<file path="src/psq_pkg.sv">
package psq_pkg;

   // time base
   localparam int CLK_PERIOD_NS    = 10;
   localparam int NS_PER_US        = 1000;
   localparam int NS_PER_MS        = 1000000;
   localparam int REFRESH_TIME_US  = 400;
   localparam int SHUTDOWN_WAIT_MS = 120;
   localparam int MS_CYCLES_DFLT   = NS_PER_MS / CLK_PERIOD_NS;
   localparam int REFRESH_CYC_DFLT = REFRESH_TIME_US * NS_PER_US
                                     / CLK_PERIOD_NS;

   // timers and configuration layout
   localparam int NUM_FLAGS   = 3;
   localparam int NUM_DELAYS  = 6;
   localparam int NUM_TIMERS  = 7;
   localparam int HOLD_TIMER  = 6;
   localparam int TIMER_W     = 32;
   localparam int MS_W        = 8;
   localparam int IDX_W       = 4;
   localparam int SET_W       = 2;
   localparam int ORDER_W     = 3;
   localparam int FLAG_IDX_W  = 2;
   localparam int STATE_W     = 9;
   localparam logic [MS_W-1:0] STEP_UNIT_MS = 8'h02;

   // register map, byte addresses
   localparam logic [31:0] REG_CTRL_ADDR   = 32'h0000_0000;
   localparam logic [31:0] REG_DELAY_ADDR  = 32'h0000_0004;
   localparam logic [31:0] REG_STATUS_ADDR = 32'h0000_0008;

   // field positions
   localparam int CTRL_SET_LSB   = 0;
   localparam int CTRL_ORDER_LSB = 2;
   localparam int ST_REL_LSB     = 0;
   localparam int ST_PIN_LSB     = 4;
   localparam int ST_TRIG_BIT    = 8;
   localparam int ST_ABORT_BIT   = 9;
   localparam int ST_STATE_LSB   = 16;

   // reset values
   localparam logic [SET_W-1:0]   CTRL_SET_RST   = 2'h0;
   localparam logic [ORDER_W-1:0] CTRL_ORDER_RST = 3'h1;
   localparam logic [NUM_DELAYS*IDX_W-1:0] DELAY_RST = 24'hff_ffff;

   // ahb-lite
   localparam int          HTRANS_ACTIVE_BIT = 1;
   localparam logic        HRESP_OKAY        = 1'b0;

   typedef enum logic [STATE_W-1:0]
   {
      ST_OFF  = 9'h001,
      ST_UP1  = 9'h002,
      ST_UP2  = 9'h004,
      ST_UP3  = 9'h008,
      ST_ON   = 9'h010,
      ST_HOLD = 9'h020,
      ST_DN1  = 9'h040,
      ST_DN2  = 9'h080,
      ST_DN3  = 9'h100
   } psq_state_t;

endpackage

</file>
<file path="src/psq_cfg_if.sv">
`timescale 1ns/1ns
interface psq_cfg_if;
   import psq_pkg::*;

   logic [SET_W-1:0]            opt_set;
   logic [NUM_DELAYS*IDX_W-1:0] delay_idx;
   logic [ORDER_W-1:0]          order_sel;
   logic [NUM_FLAGS-1:0]        released;
   logic [NUM_FLAGS-1:0]        pin_level;
   logic                        trigger;
   logic                        aborted;
   logic [STATE_W-1:0]          state;

   modport regs
   (
      output opt_set, delay_idx, order_sel,
      input  released, pin_level, trigger, aborted, state
   );

   modport core
   (
      input  opt_set, delay_idx, order_sel,
      output released, pin_level, trigger, aborted, state
   );
endinterface

</file>
<file path="src/psq_timer.sv">
`timescale 1ns/1ns
module psq_timer
   import psq_pkg::*;
#(
   parameter int W = TIMER_W
)
(
   input  wire logic         hclk,
   input  wire logic         hresetn,
   input  wire logic         run,
   input  wire logic [W-1:0] target,
   output      logic         done
);

   typedef struct packed
   {
      logic [W-1:0] count;
   } psq_timer_t;

   psq_timer_t s;
   psq_timer_t next_s;

   // count restarts whenever run drops, so a glitch leaves no residue
   always_comb
   begin
      next_s = s;
      if (!run)
      begin
         next_s.count = '0;
      end
      else if (s.count < target)
      begin
         next_s.count = s.count + W'(1);
      end
   end

   always_ff @(posedge hclk or negedge hresetn)
   begin
      if (!hresetn)
      begin
         s <= '0;
      end
      else
      begin
         s <= next_s;
      end
   end

   assign done = run && (s.count >= target);

endmodule

</file>
<file path="src/psq_ahb_regs.sv">
`timescale 1ns/1ns
module psq_ahb_regs
   import psq_pkg::*;
(
   input  wire logic        hclk,
   input  wire logic        hresetn,
   input  wire logic        hsel,
   input  wire logic [31:0] haddr,
   input  wire logic [1:0]  htrans,
   input  wire logic        hwrite,
   input  wire logic [2:0]  hsize,
   input  wire logic [31:0] hwdata,
   input  wire logic        hready,
   output      logic [31:0] hrdata,
   output      logic        hreadyout,
   output      logic        hresp,
   psq_cfg_if.regs          cfg
);

   typedef struct packed
   {
      logic                        wr_pend;
      logic [31:0]                 wr_addr;
      logic [SET_W-1:0]            opt_set;
      logic [ORDER_W-1:0]          order_sel;
      logic [NUM_DELAYS*IDX_W-1:0] delay_idx;
      logic [31:0]                 rdata;
   } psq_regs_t;

   psq_regs_t   s;
   psq_regs_t   next_s;
   logic        take;
   logic [31:0] status;

   assign take = hsel && hready && htrans[HTRANS_ACTIVE_BIT];

   always_comb
   begin
      status = '0;
      status[ST_REL_LSB +: NUM_FLAGS]   = cfg.released;
      status[ST_PIN_LSB +: NUM_FLAGS]   = cfg.pin_level;
      status[ST_TRIG_BIT]               = cfg.trigger;
      status[ST_ABORT_BIT]              = cfg.aborted;
      status[ST_STATE_LSB +: STATE_W]   = cfg.state;
   end

   always_comb
   begin
      next_s = s;
      next_s.wr_pend = 1'b0;
      // write lands in its data phase, before a following read samples
      if (s.wr_pend)
      begin
         if (s.wr_addr == REG_CTRL_ADDR)
         begin
            next_s.opt_set   = hwdata[CTRL_SET_LSB +: SET_W];
            next_s.order_sel = hwdata[CTRL_ORDER_LSB +: ORDER_W];
         end
         else if (s.wr_addr == REG_DELAY_ADDR)
         begin
            next_s.delay_idx = hwdata[NUM_DELAYS*IDX_W-1:0];
         end
      end
      if (take)
      begin
         next_s.wr_pend = hwrite;
         next_s.wr_addr = haddr;
         // a write leaves the last read data standing
         if (!hwrite)
         begin
            next_s.rdata = '0;
            if (haddr == REG_CTRL_ADDR)
            begin
               next_s.rdata[CTRL_SET_LSB +: SET_W]     = next_s.opt_set;
               next_s.rdata[CTRL_ORDER_LSB +: ORDER_W] = next_s.order_sel;
            end
            else if (haddr == REG_DELAY_ADDR)
            begin
               next_s.rdata[NUM_DELAYS*IDX_W-1:0] = next_s.delay_idx;
            end
            else if (haddr == REG_STATUS_ADDR)
            begin
               next_s.rdata = status;
            end
         end
      end
   end

   always_ff @(posedge hclk or negedge hresetn)
   begin
      if (!hresetn)
      begin
         s.wr_pend   <= 1'b0;
         s.wr_addr   <= '0;
         s.opt_set   <= CTRL_SET_RST;
         s.order_sel <= CTRL_ORDER_RST;
         s.delay_idx <= DELAY_RST;
         s.rdata     <= '0;
      end
      else
      begin
         s <= next_s;
      end
   end

   // hsize unused: only whole-word transfers reach this slave
   assign hrdata        = s.rdata;
   assign hreadyout     = 1'b1;
   assign hresp         = HRESP_OKAY;
   assign cfg.opt_set   = s.opt_set;
   assign cfg.order_sel = s.order_sel;
   assign cfg.delay_idx = s.delay_idx;

endmodule

</file>
<file path="src/psq_sequencer.sv">
`timescale 1ns/1ns
module psq_sequencer
   import psq_pkg::*;
#(
   parameter int MS_CYCLES      = MS_CYCLES_DFLT,
   parameter int REFRESH_CYCLES = REFRESH_CYC_DFLT
)
(
   input  wire logic        hclk,
   input  wire logic        hresetn,
   input  wire logic        hsel,
   input  wire logic [31:0] haddr,
   input  wire logic [1:0]  htrans,
   input  wire logic        hwrite,
   input  wire logic [2:0]  hsize,
   input  wire logic [31:0] hwdata,
   input  wire logic        hready,
   output      logic [31:0] hrdata,
   output      logic        hreadyout,
   output      logic        hresp,
   input  wire logic        sequence_trigger_input,
   input  wire logic        rail_release_first_in,
   output      logic        rail_release_first_out,
   output      logic        rail_release_first_oe_n,
   input  wire logic        rail_release_second_in,
   output      logic        rail_release_second_out,
   output      logic        rail_release_second_oe_n,
   input  wire logic        rail_release_third_in,
   output      logic        rail_release_third_out,
   output      logic        rail_release_third_oe_n
);

   typedef struct packed
   {
      psq_state_t                  state;
      logic [NUM_FLAGS-1:0]        released;
      logic                        aborted;
      logic                        trig_q;
      logic [SET_W-1:0]            opt_set;
      logic [NUM_DELAYS*IDX_W-1:0] delay_idx;
      logic [ORDER_W-1:0]          order_sel;
   } psq_core_t;

   psq_core_t                     s;
   psq_core_t                     next_s;
   logic [NUM_TIMERS-1:0]         run;
   logic [NUM_TIMERS-1:0]         done;
   logic [TIMER_W-1:0]            target [NUM_TIMERS];
   logic [MS_W-1:0]               step_ms;
   logic                          fall;
   logic [3*FLAG_IDX_W-1:0]       down_order;

   psq_cfg_if cfg_bus ();

   psq_ahb_regs u_regs
   (
      .hclk      (hclk),
      .hresetn   (hresetn),
      .hsel      (hsel),
      .haddr     (haddr),
      .htrans    (htrans),
      .hwrite    (hwrite),
      .hsize     (hsize),
      .hwdata    (hwdata),
      .hready    (hready),
      .hrdata    (hrdata),
      .hreadyout (hreadyout),
      .hresp     (hresp),
      .cfg       (cfg_bus.regs)
   );

   // order table
   // packed as {third, second, first} flag index to pull low
   function automatic logic [3*FLAG_IDX_W-1:0] order_of
   (
      input logic [ORDER_W-1:0] sel
   );
      logic [3*FLAG_IDX_W-1:0] ord;
      case (sel)
         3'h2:    ord = {2'h1, 2'h0, 2'h2};
         3'h3:    ord = {2'h0, 2'h2, 2'h1};
         3'h4:    ord = {2'h2, 2'h0, 2'h1};
         3'h5:    ord = {2'h1, 2'h2, 2'h0};
         3'h6:    ord = {2'h2, 2'h1, 2'h0};
         // unused codes fall back to the plain reverse order
         default: ord = {2'h0, 2'h1, 2'h2};
      endcase
      return ord;
   endfunction

   assign down_order = order_of(s.order_sel);

   // step of 2, 4, 6 or 8 ms
   assign step_ms = MS_W'({s.opt_set, 1'b0}) + STEP_UNIT_MS;

   assign fall = s.trig_q && !sequence_trigger_input;

   genvar gi;
   generate
      for (gi = 0; gi < NUM_DELAYS; gi++)
      begin : g_delay
         logic [MS_W-1:0]    ms_val;
         logic [TIMER_W-1:0] extra;
         assign ms_val = MS_W'(s.delay_idx[gi*IDX_W +: IDX_W] * step_ms);
         assign extra  = (gi == 0 || gi == 3) ?
                         TIMER_W'(REFRESH_CYCLES) : '0;
         assign target[gi] = TIMER_W'(ms_val * MS_CYCLES) + extra;
      end
   endgenerate

   assign target[HOLD_TIMER] = TIMER_W'(SHUTDOWN_WAIT_MS * MS_CYCLES);

   generate
      for (gi = 0; gi < NUM_TIMERS; gi++)
      begin : g_timer
         psq_timer #(.W(TIMER_W)) u_timer
         (
            .hclk    (hclk),
            .hresetn (hresetn),
            .run     (run[gi]),
            .target  (target[gi]),
            .done    (done[gi])
         );
      end
   endgenerate

   always_comb
   begin
      run = '0;
      // timer one runs only while high
      run[0] = (s.state == ST_UP1) && sequence_trigger_input;
      run[1] = (s.state == ST_UP2) && !fall;
      run[2] = (s.state == ST_UP3) && !fall;
      run[3] = (s.state == ST_DN1);
      run[4] = (s.state == ST_DN2);
      run[5] = (s.state == ST_DN3);
      run[HOLD_TIMER] = (s.state == ST_HOLD);
   end

   always_comb
   begin
      next_s = s;
      next_s.trig_q = sequence_trigger_input;
      case (s.state)
         ST_OFF:
         begin
            next_s.released = '0;
            next_s.aborted  = 1'b0;
            if (sequence_trigger_input)
            begin
               next_s.opt_set   = cfg_bus.opt_set;
               next_s.delay_idx = cfg_bus.delay_idx;
               next_s.order_sel = cfg_bus.order_sel;
               next_s.state     = ST_UP1;
            end
         end
         ST_UP1:
         begin
            if (!sequence_trigger_input)
            begin
               next_s.state = ST_OFF;
            end
            else if (done[0])
            begin
               next_s.released[0] = 1'b1;
               next_s.state       = ST_UP2;
            end
         end
         ST_UP2:
         begin
            if (!sequence_trigger_input)
            begin
               next_s.aborted = 1'b1;
            end
            if (done[1])
            begin
               next_s.released[1] = 1'b1;
               next_s.state       = ST_UP3;
            end
         end
         ST_UP3:
         begin
            if (!sequence_trigger_input)
            begin
               next_s.aborted = 1'b1;
            end
            if (done[2])
            begin
               next_s.released[2] = 1'b1;
               if (next_s.aborted)
               begin
                  next_s.state = ST_HOLD;
               end
               else
               begin
                  next_s.state = ST_ON;
               end
            end
         end
         ST_ON:
         begin
            if (!sequence_trigger_input)
            begin
               next_s.state = ST_DN1;
            end
         end
         ST_HOLD:
         begin
            if (done[HOLD_TIMER])
            begin
               next_s.state = ST_DN1;
            end
         end
         ST_DN1:
         begin
            if (done[3])
            begin
               next_s.released[down_order[0 +: FLAG_IDX_W]] = 1'b0;
               next_s.state = ST_DN2;
            end
         end
         ST_DN2:
         begin
            if (done[4])
            begin
               next_s.released[down_order[FLAG_IDX_W +: FLAG_IDX_W]] = 1'b0;
               next_s.state = ST_DN3;
            end
         end
         ST_DN3:
         begin
            if (done[5])
            begin
               next_s.released = '0;
               next_s.state    = ST_OFF;
            end
         end
         default:
         begin
            next_s.state    = ST_OFF;
            next_s.released = '0;
         end
      endcase
   end

   always_ff @(posedge hclk or negedge hresetn)
   begin
      if (!hresetn)
      begin
         s.state     <= ST_OFF;
         s.released  <= '0;
         s.aborted   <= 1'b0;
         s.trig_q    <= 1'b0;
         s.opt_set   <= CTRL_SET_RST;
         s.delay_idx <= DELAY_RST;
         s.order_sel <= CTRL_ORDER_RST;
      end
      else
      begin
         s <= next_s;
      end
   end

   // open drain: only ever drives low, enable low means pulling low
   assign rail_release_first_out   = 1'b0;
   assign rail_release_second_out  = 1'b0;
   assign rail_release_third_out   = 1'b0;
   assign rail_release_first_oe_n  = s.released[0];
   assign rail_release_second_oe_n = s.released[1];
   assign rail_release_third_oe_n  = s.released[2];

   assign cfg_bus.released  = s.released;
   assign cfg_bus.pin_level = {rail_release_third_in,
                               rail_release_second_in,
                               rail_release_first_in};
   assign cfg_bus.trigger   = sequence_trigger_input;
   assign cfg_bus.aborted   = s.aborted;
   assign cfg_bus.state     = s.state;

endmodule

</file>
<file path="config.mk">
export PLATFORM = sky130hd
export DESIGN_NAME = psq_sequencer
export DESIGN_NICKNAME = d
export VERILOG_FILES = /design/src/psq_pkg.sv /design/src/psq_cfg_if.sv /design/src/psq_timer.sv /design/src/psq_ahb_regs.sv /design/src/psq_sequencer.sv
export SDC_FILE = /design/constraint.sdc
export NUM_CORES = 1
export LEC_CHECK = 0
export BUFFER_PORTS_ARGS = -buffer_cell sky130_fd_sc_hd__buf_2
export CAP_MARGIN = 20
export CORE_MARGIN = 2
export CORE_UTILIZATION = 52
export DETAILED_ROUTE_END_ITERATION = 7
export PLACE_DENSITY_LB_ADDON = 0.15
export SETUP_SLACK_MARGIN = 0.02
export SLEW_MARGIN = 15
export SYNTH_ARGS = -nofsm -noshare
export SYNTH_HDL_FRONTEND = slang
export SYNTH_HIERARCHICAL = 1
export SYNTH_SLANG_ARGS = --single-unit
</file>
<file path="constraint.sdc">
create_clock -name hclk -period 8.6 [get_ports hclk]
set_input_delay 1.72 -clock hclk [delete_from_list [all_inputs] [get_ports hclk]]
set_output_delay 1.72 -clock hclk [all_outputs]
set_load 0.02 [all_outputs]
</file>
==> summary.txt <==
Status
  • Outcome: finished clean

Synthesis
  • Post-synthesis cell type count: 105
  • Synth Flop Type: dfrtp_1
  • Yosys top cell by area: dfrtp_1
  • YS warnings: 6
  • Syn Area/Cell: 8.88 um^2
  • Post-synth top area share: 0.211
  • Ranking of synthesized cells by area: dfrtp_1, ha_1, inv_1
  • Syn Inst Count: 4,051
  • Post-Syn Area: 0.0360 mm^2
  • Most common cell in the netlist: ha_1
  • Number of synthesized flops with an enable pin: 0
  • FF+latch count, synth: 354
  • Sequential-to-total area share from yosys stat: 0.248
  • Ys async rst share: 1.00
  • Post-synth top cells: ha_1, inv_1, nand2_1

Timing
  • Crit share post-route: 0.984
  • Measured slew at the worst slew-check pin: 1.19 ns
  • Final hold violations: 0
  • Fmax: 118 MHz
  • Final TNS setup: 0 ns
  • Relative slew margins: 0.198
  • RSZ-0062 raised after global routing: yes
  • Max-slew violations: 0
  • Setup Skew: 0.0321 ns
  • Fin Hold WS: 0.508 ns
  • Post-layout min period: 8.46 ns
  • Final setup viols: 0

Power
  • Lkg Pwr: 19.2 nW
  • Combinational share of power: 0.112
  • PwrDens: 102 mW/mm^2
  • Seq pwr share: 0.428
  • Switch Pwr: 1.17 mW
  • Peak supply drop: 0.000139 V
  • Clock Power Share: 0.460
  • Int Pwr: 3.03 mW
  • Sw frac: 0.278
  • Total Power: 4.20 mW

Layout
  • Final net count: 4,983
  • Final Util: 0.598
  • Final Non-Filler Cells: 5,228
  • Share of layout cells above drive strength 1: 0.176
  • Layout area overhead: 14.0%

Clocking
  • Cts hold-fix bufs: 0
  • Clock tree sinks: 354
  • Clock latency on the worst-skew pair: 0.60 ns
  • CTS tree: done
  • Root buffer cell: clkbuf_16
  • Num CTS Buffers: 45
  • Clock Path Buffers: 3
  • Clk slew on worst S/H paths: 0.06 ns
  • H-tree depth: 2

Placement
  • Routability cong.: 0.847
  • HPWL Detailed: 62,700 um
  • PortBufs: 93
  • Placed Instances: 5,105

Worst setup path
  • Crit path max fanout: 4
  • Startpoint types: register
  • CP max stage cell: fa_2
  • Crit Path Category: reg -> reg
  • Worst path max stage delay: 0.53 ns
  • WP data required: 9.06 ns
  • WP data arrival: 8.92 ns
  • CP endpoint kind: register

Routing
  • Pre-Repair DR Iteration Count: 7
  • DRT antenna net count: 0
  • Vias per cell: 5.70
  • DRT iter0 DRCs: 1,798
  • Detailed Route WL: 86,400 um
  • Vias after detailed routing: 29,800
  • Number of remaining DRC errors: 0
  • Post-DR wirelength/cell: 16.5 um

Global routing
  • Initial antenna violation count: 8
  • Vias in the first global route: 28,500
  • Largest net degree at the start of global routing: 147
  • Gr usage total: 0.241
  • Global-route wire length before repair: 143,000 um
  • GR Overflow Total: 0

Die
  • Core area: 0.0686 mm^2
  • Die W: 267 um
  • # IOs: 118
  • Num rows: 96
  • Die area: 0.0713 mm^2
  • Initial core utilization: 0.525
  • Die H: 267 um

Min path
  • Hold Crit Class: reg -> reg

Run
  • Max-cap viol count: 0
path summary, 6_finish.rpt:
kind | startpoint | end | slack, ns | cells after the start
max in group asynchronous | hresetn | g_timer[2].u_timer/s[6]$_DFFE_PN0P_ | 6.17 | 2
max reg2reg | s[27]$_DFFE_PN0P_ | cfg_bus.state[4]$_DFFE_PN0P_ | 0.14 | 40
min in group asynchronous | hresetn | g_timer[6].u_timer/s[11]$_DFFE_PN0P_ | 1.14 | 1
min | u_regs/cfg.order_sel[2]$_DFF_PN0_ | s[2]$_DFFE_PN0P_ | 0.51 | 1
min reg2reg | u_regs/cfg.order_sel[2]$_DFF_PN0_ | s[2]$_DFFE_PN0P_ | 0.51 | 1
max | s[27]$_DFFE_PN0P_ | cfg_bus.state[4]$_DFFE_PN0P_ | 0.14 | 40
cell usage in the layout, fill, tap and decap left out, types with 19 or more instances in the layout:
cell and count:
and3_1 32, clkbuf_16 46, nor2_1 93, nand4_1 112, o31ai_1 70, a21o_1 31, nor3_1 58, dfstp_2 51
or3_1 38, xnor2_1 67, o211ai_1 20, o21ai_1 29, o31a_1 20, buf_4 158, mux2i_1 114, ha_1 535
nor2b_1 22, or2_2 34, nand2_1 303, mux2_2 69, nand2b_1 158, and4_1 54, a21oi_2 27, dfrtp_1 302
o21ai_0 49, ha_4 41, nand3_1 136, a211oi_1 27, o311ai_1 19, inv_1 462, and2_1 47, a21oi_1 238
fa_1 60, nor4_1 64, o41ai_1 26, conb_1 120, or4_1 74, buf_2 92, xor2_1 40
cell type report:
cell class / instances / area, um^2
inverters: 478 / 1790
well taps: 931 / 1160
clock buffers: 60 / 1250
flip-flops and latches: 354 / 8920
diodes: 2 / 5.00
multi-input cells: 3117 / 25800
clock inverters: 24 / 238
fillers: 6052 / 27600
repair buffers: 262 / 1810
kinds of logic after synthesis:
logic type | after synthesis | synth area share
and+or+nand+nor | 1329 | 0.212
AOI/OAI and AO/OA | 712 | 0.134
buffers and inverters | 696 | 0.0826
adders and majority gates | 647 | 0.238
DFF | 354 | 0.248
muxes | 184 | 0.0537
xor gates and xnor gates | 125 | 0.0304
other | 4 | 0.000417
layer usage:
layer	wire length (um)	vias to the layer above	global-route usage
met3	4130	112	0.0393
met2	38900	502	0.387
met5	34	-	0
li1	-	14900	-
met1	41300	14300	0.339
met4	1980	6	0.0601
critical path, delay by kind of cell, from the launching register on:
kind	cells	cell delay, ns
xor+xnor	1	0.16
mux	2	0.53
simple gates	10	1.29
fa+ha+maj	11	3.71
compound gates	8	1.22
flops	1	0.43
buf+inv	8	0.94
through the flow:
step | cell area (um^2) | setup slack (ns)
6_report | 41000 | 0.139
4_1_cts | 39800 | 0.0216
3_5_place_dp | 38000 | -0.214
3_3_place_gp | 38000 | -0.0562
2_1_floorplan | 36500 | 0.0300
5_1_grt | 41000 | -0.188
power by group through the flow:
stage               registers [mW]  clock network [mW]  logic (mW)
global placement              1.82                   0       0.453
detailed placement            1.83                   0       0.461
CTS                           1.80                2.00       0.465
global route                  1.80                2.06       0.521
floorplan                     1.80                   0       0.329
finish                        1.80                1.93       0.469
sequential cells by signal (all words and copies together) (netlist names):
| register | flops |
|---|---|
| cfg_bus.state | 9 |
| u_regs/cfg.delay_idx | 24 |
| u_regs/cfg.order_sel | 3 |
| s | 30 |
| g_timer.u_timer/s | 224 |
| u_regs/hrdata | 25 |
| u_regs/cfg.opt_set | 2 |
| cfg_bus.aborted | 1 |
| cfg_bus.released | 3 |
| u_regs/s | 33 |
timing repair:
action,in CTS,in global routing
setup buffers,12,28
gates resized for setup,47,178
pin swaps,31,125
setup endpoints to repair,12,122
Power figures use the tool's default switching activity.
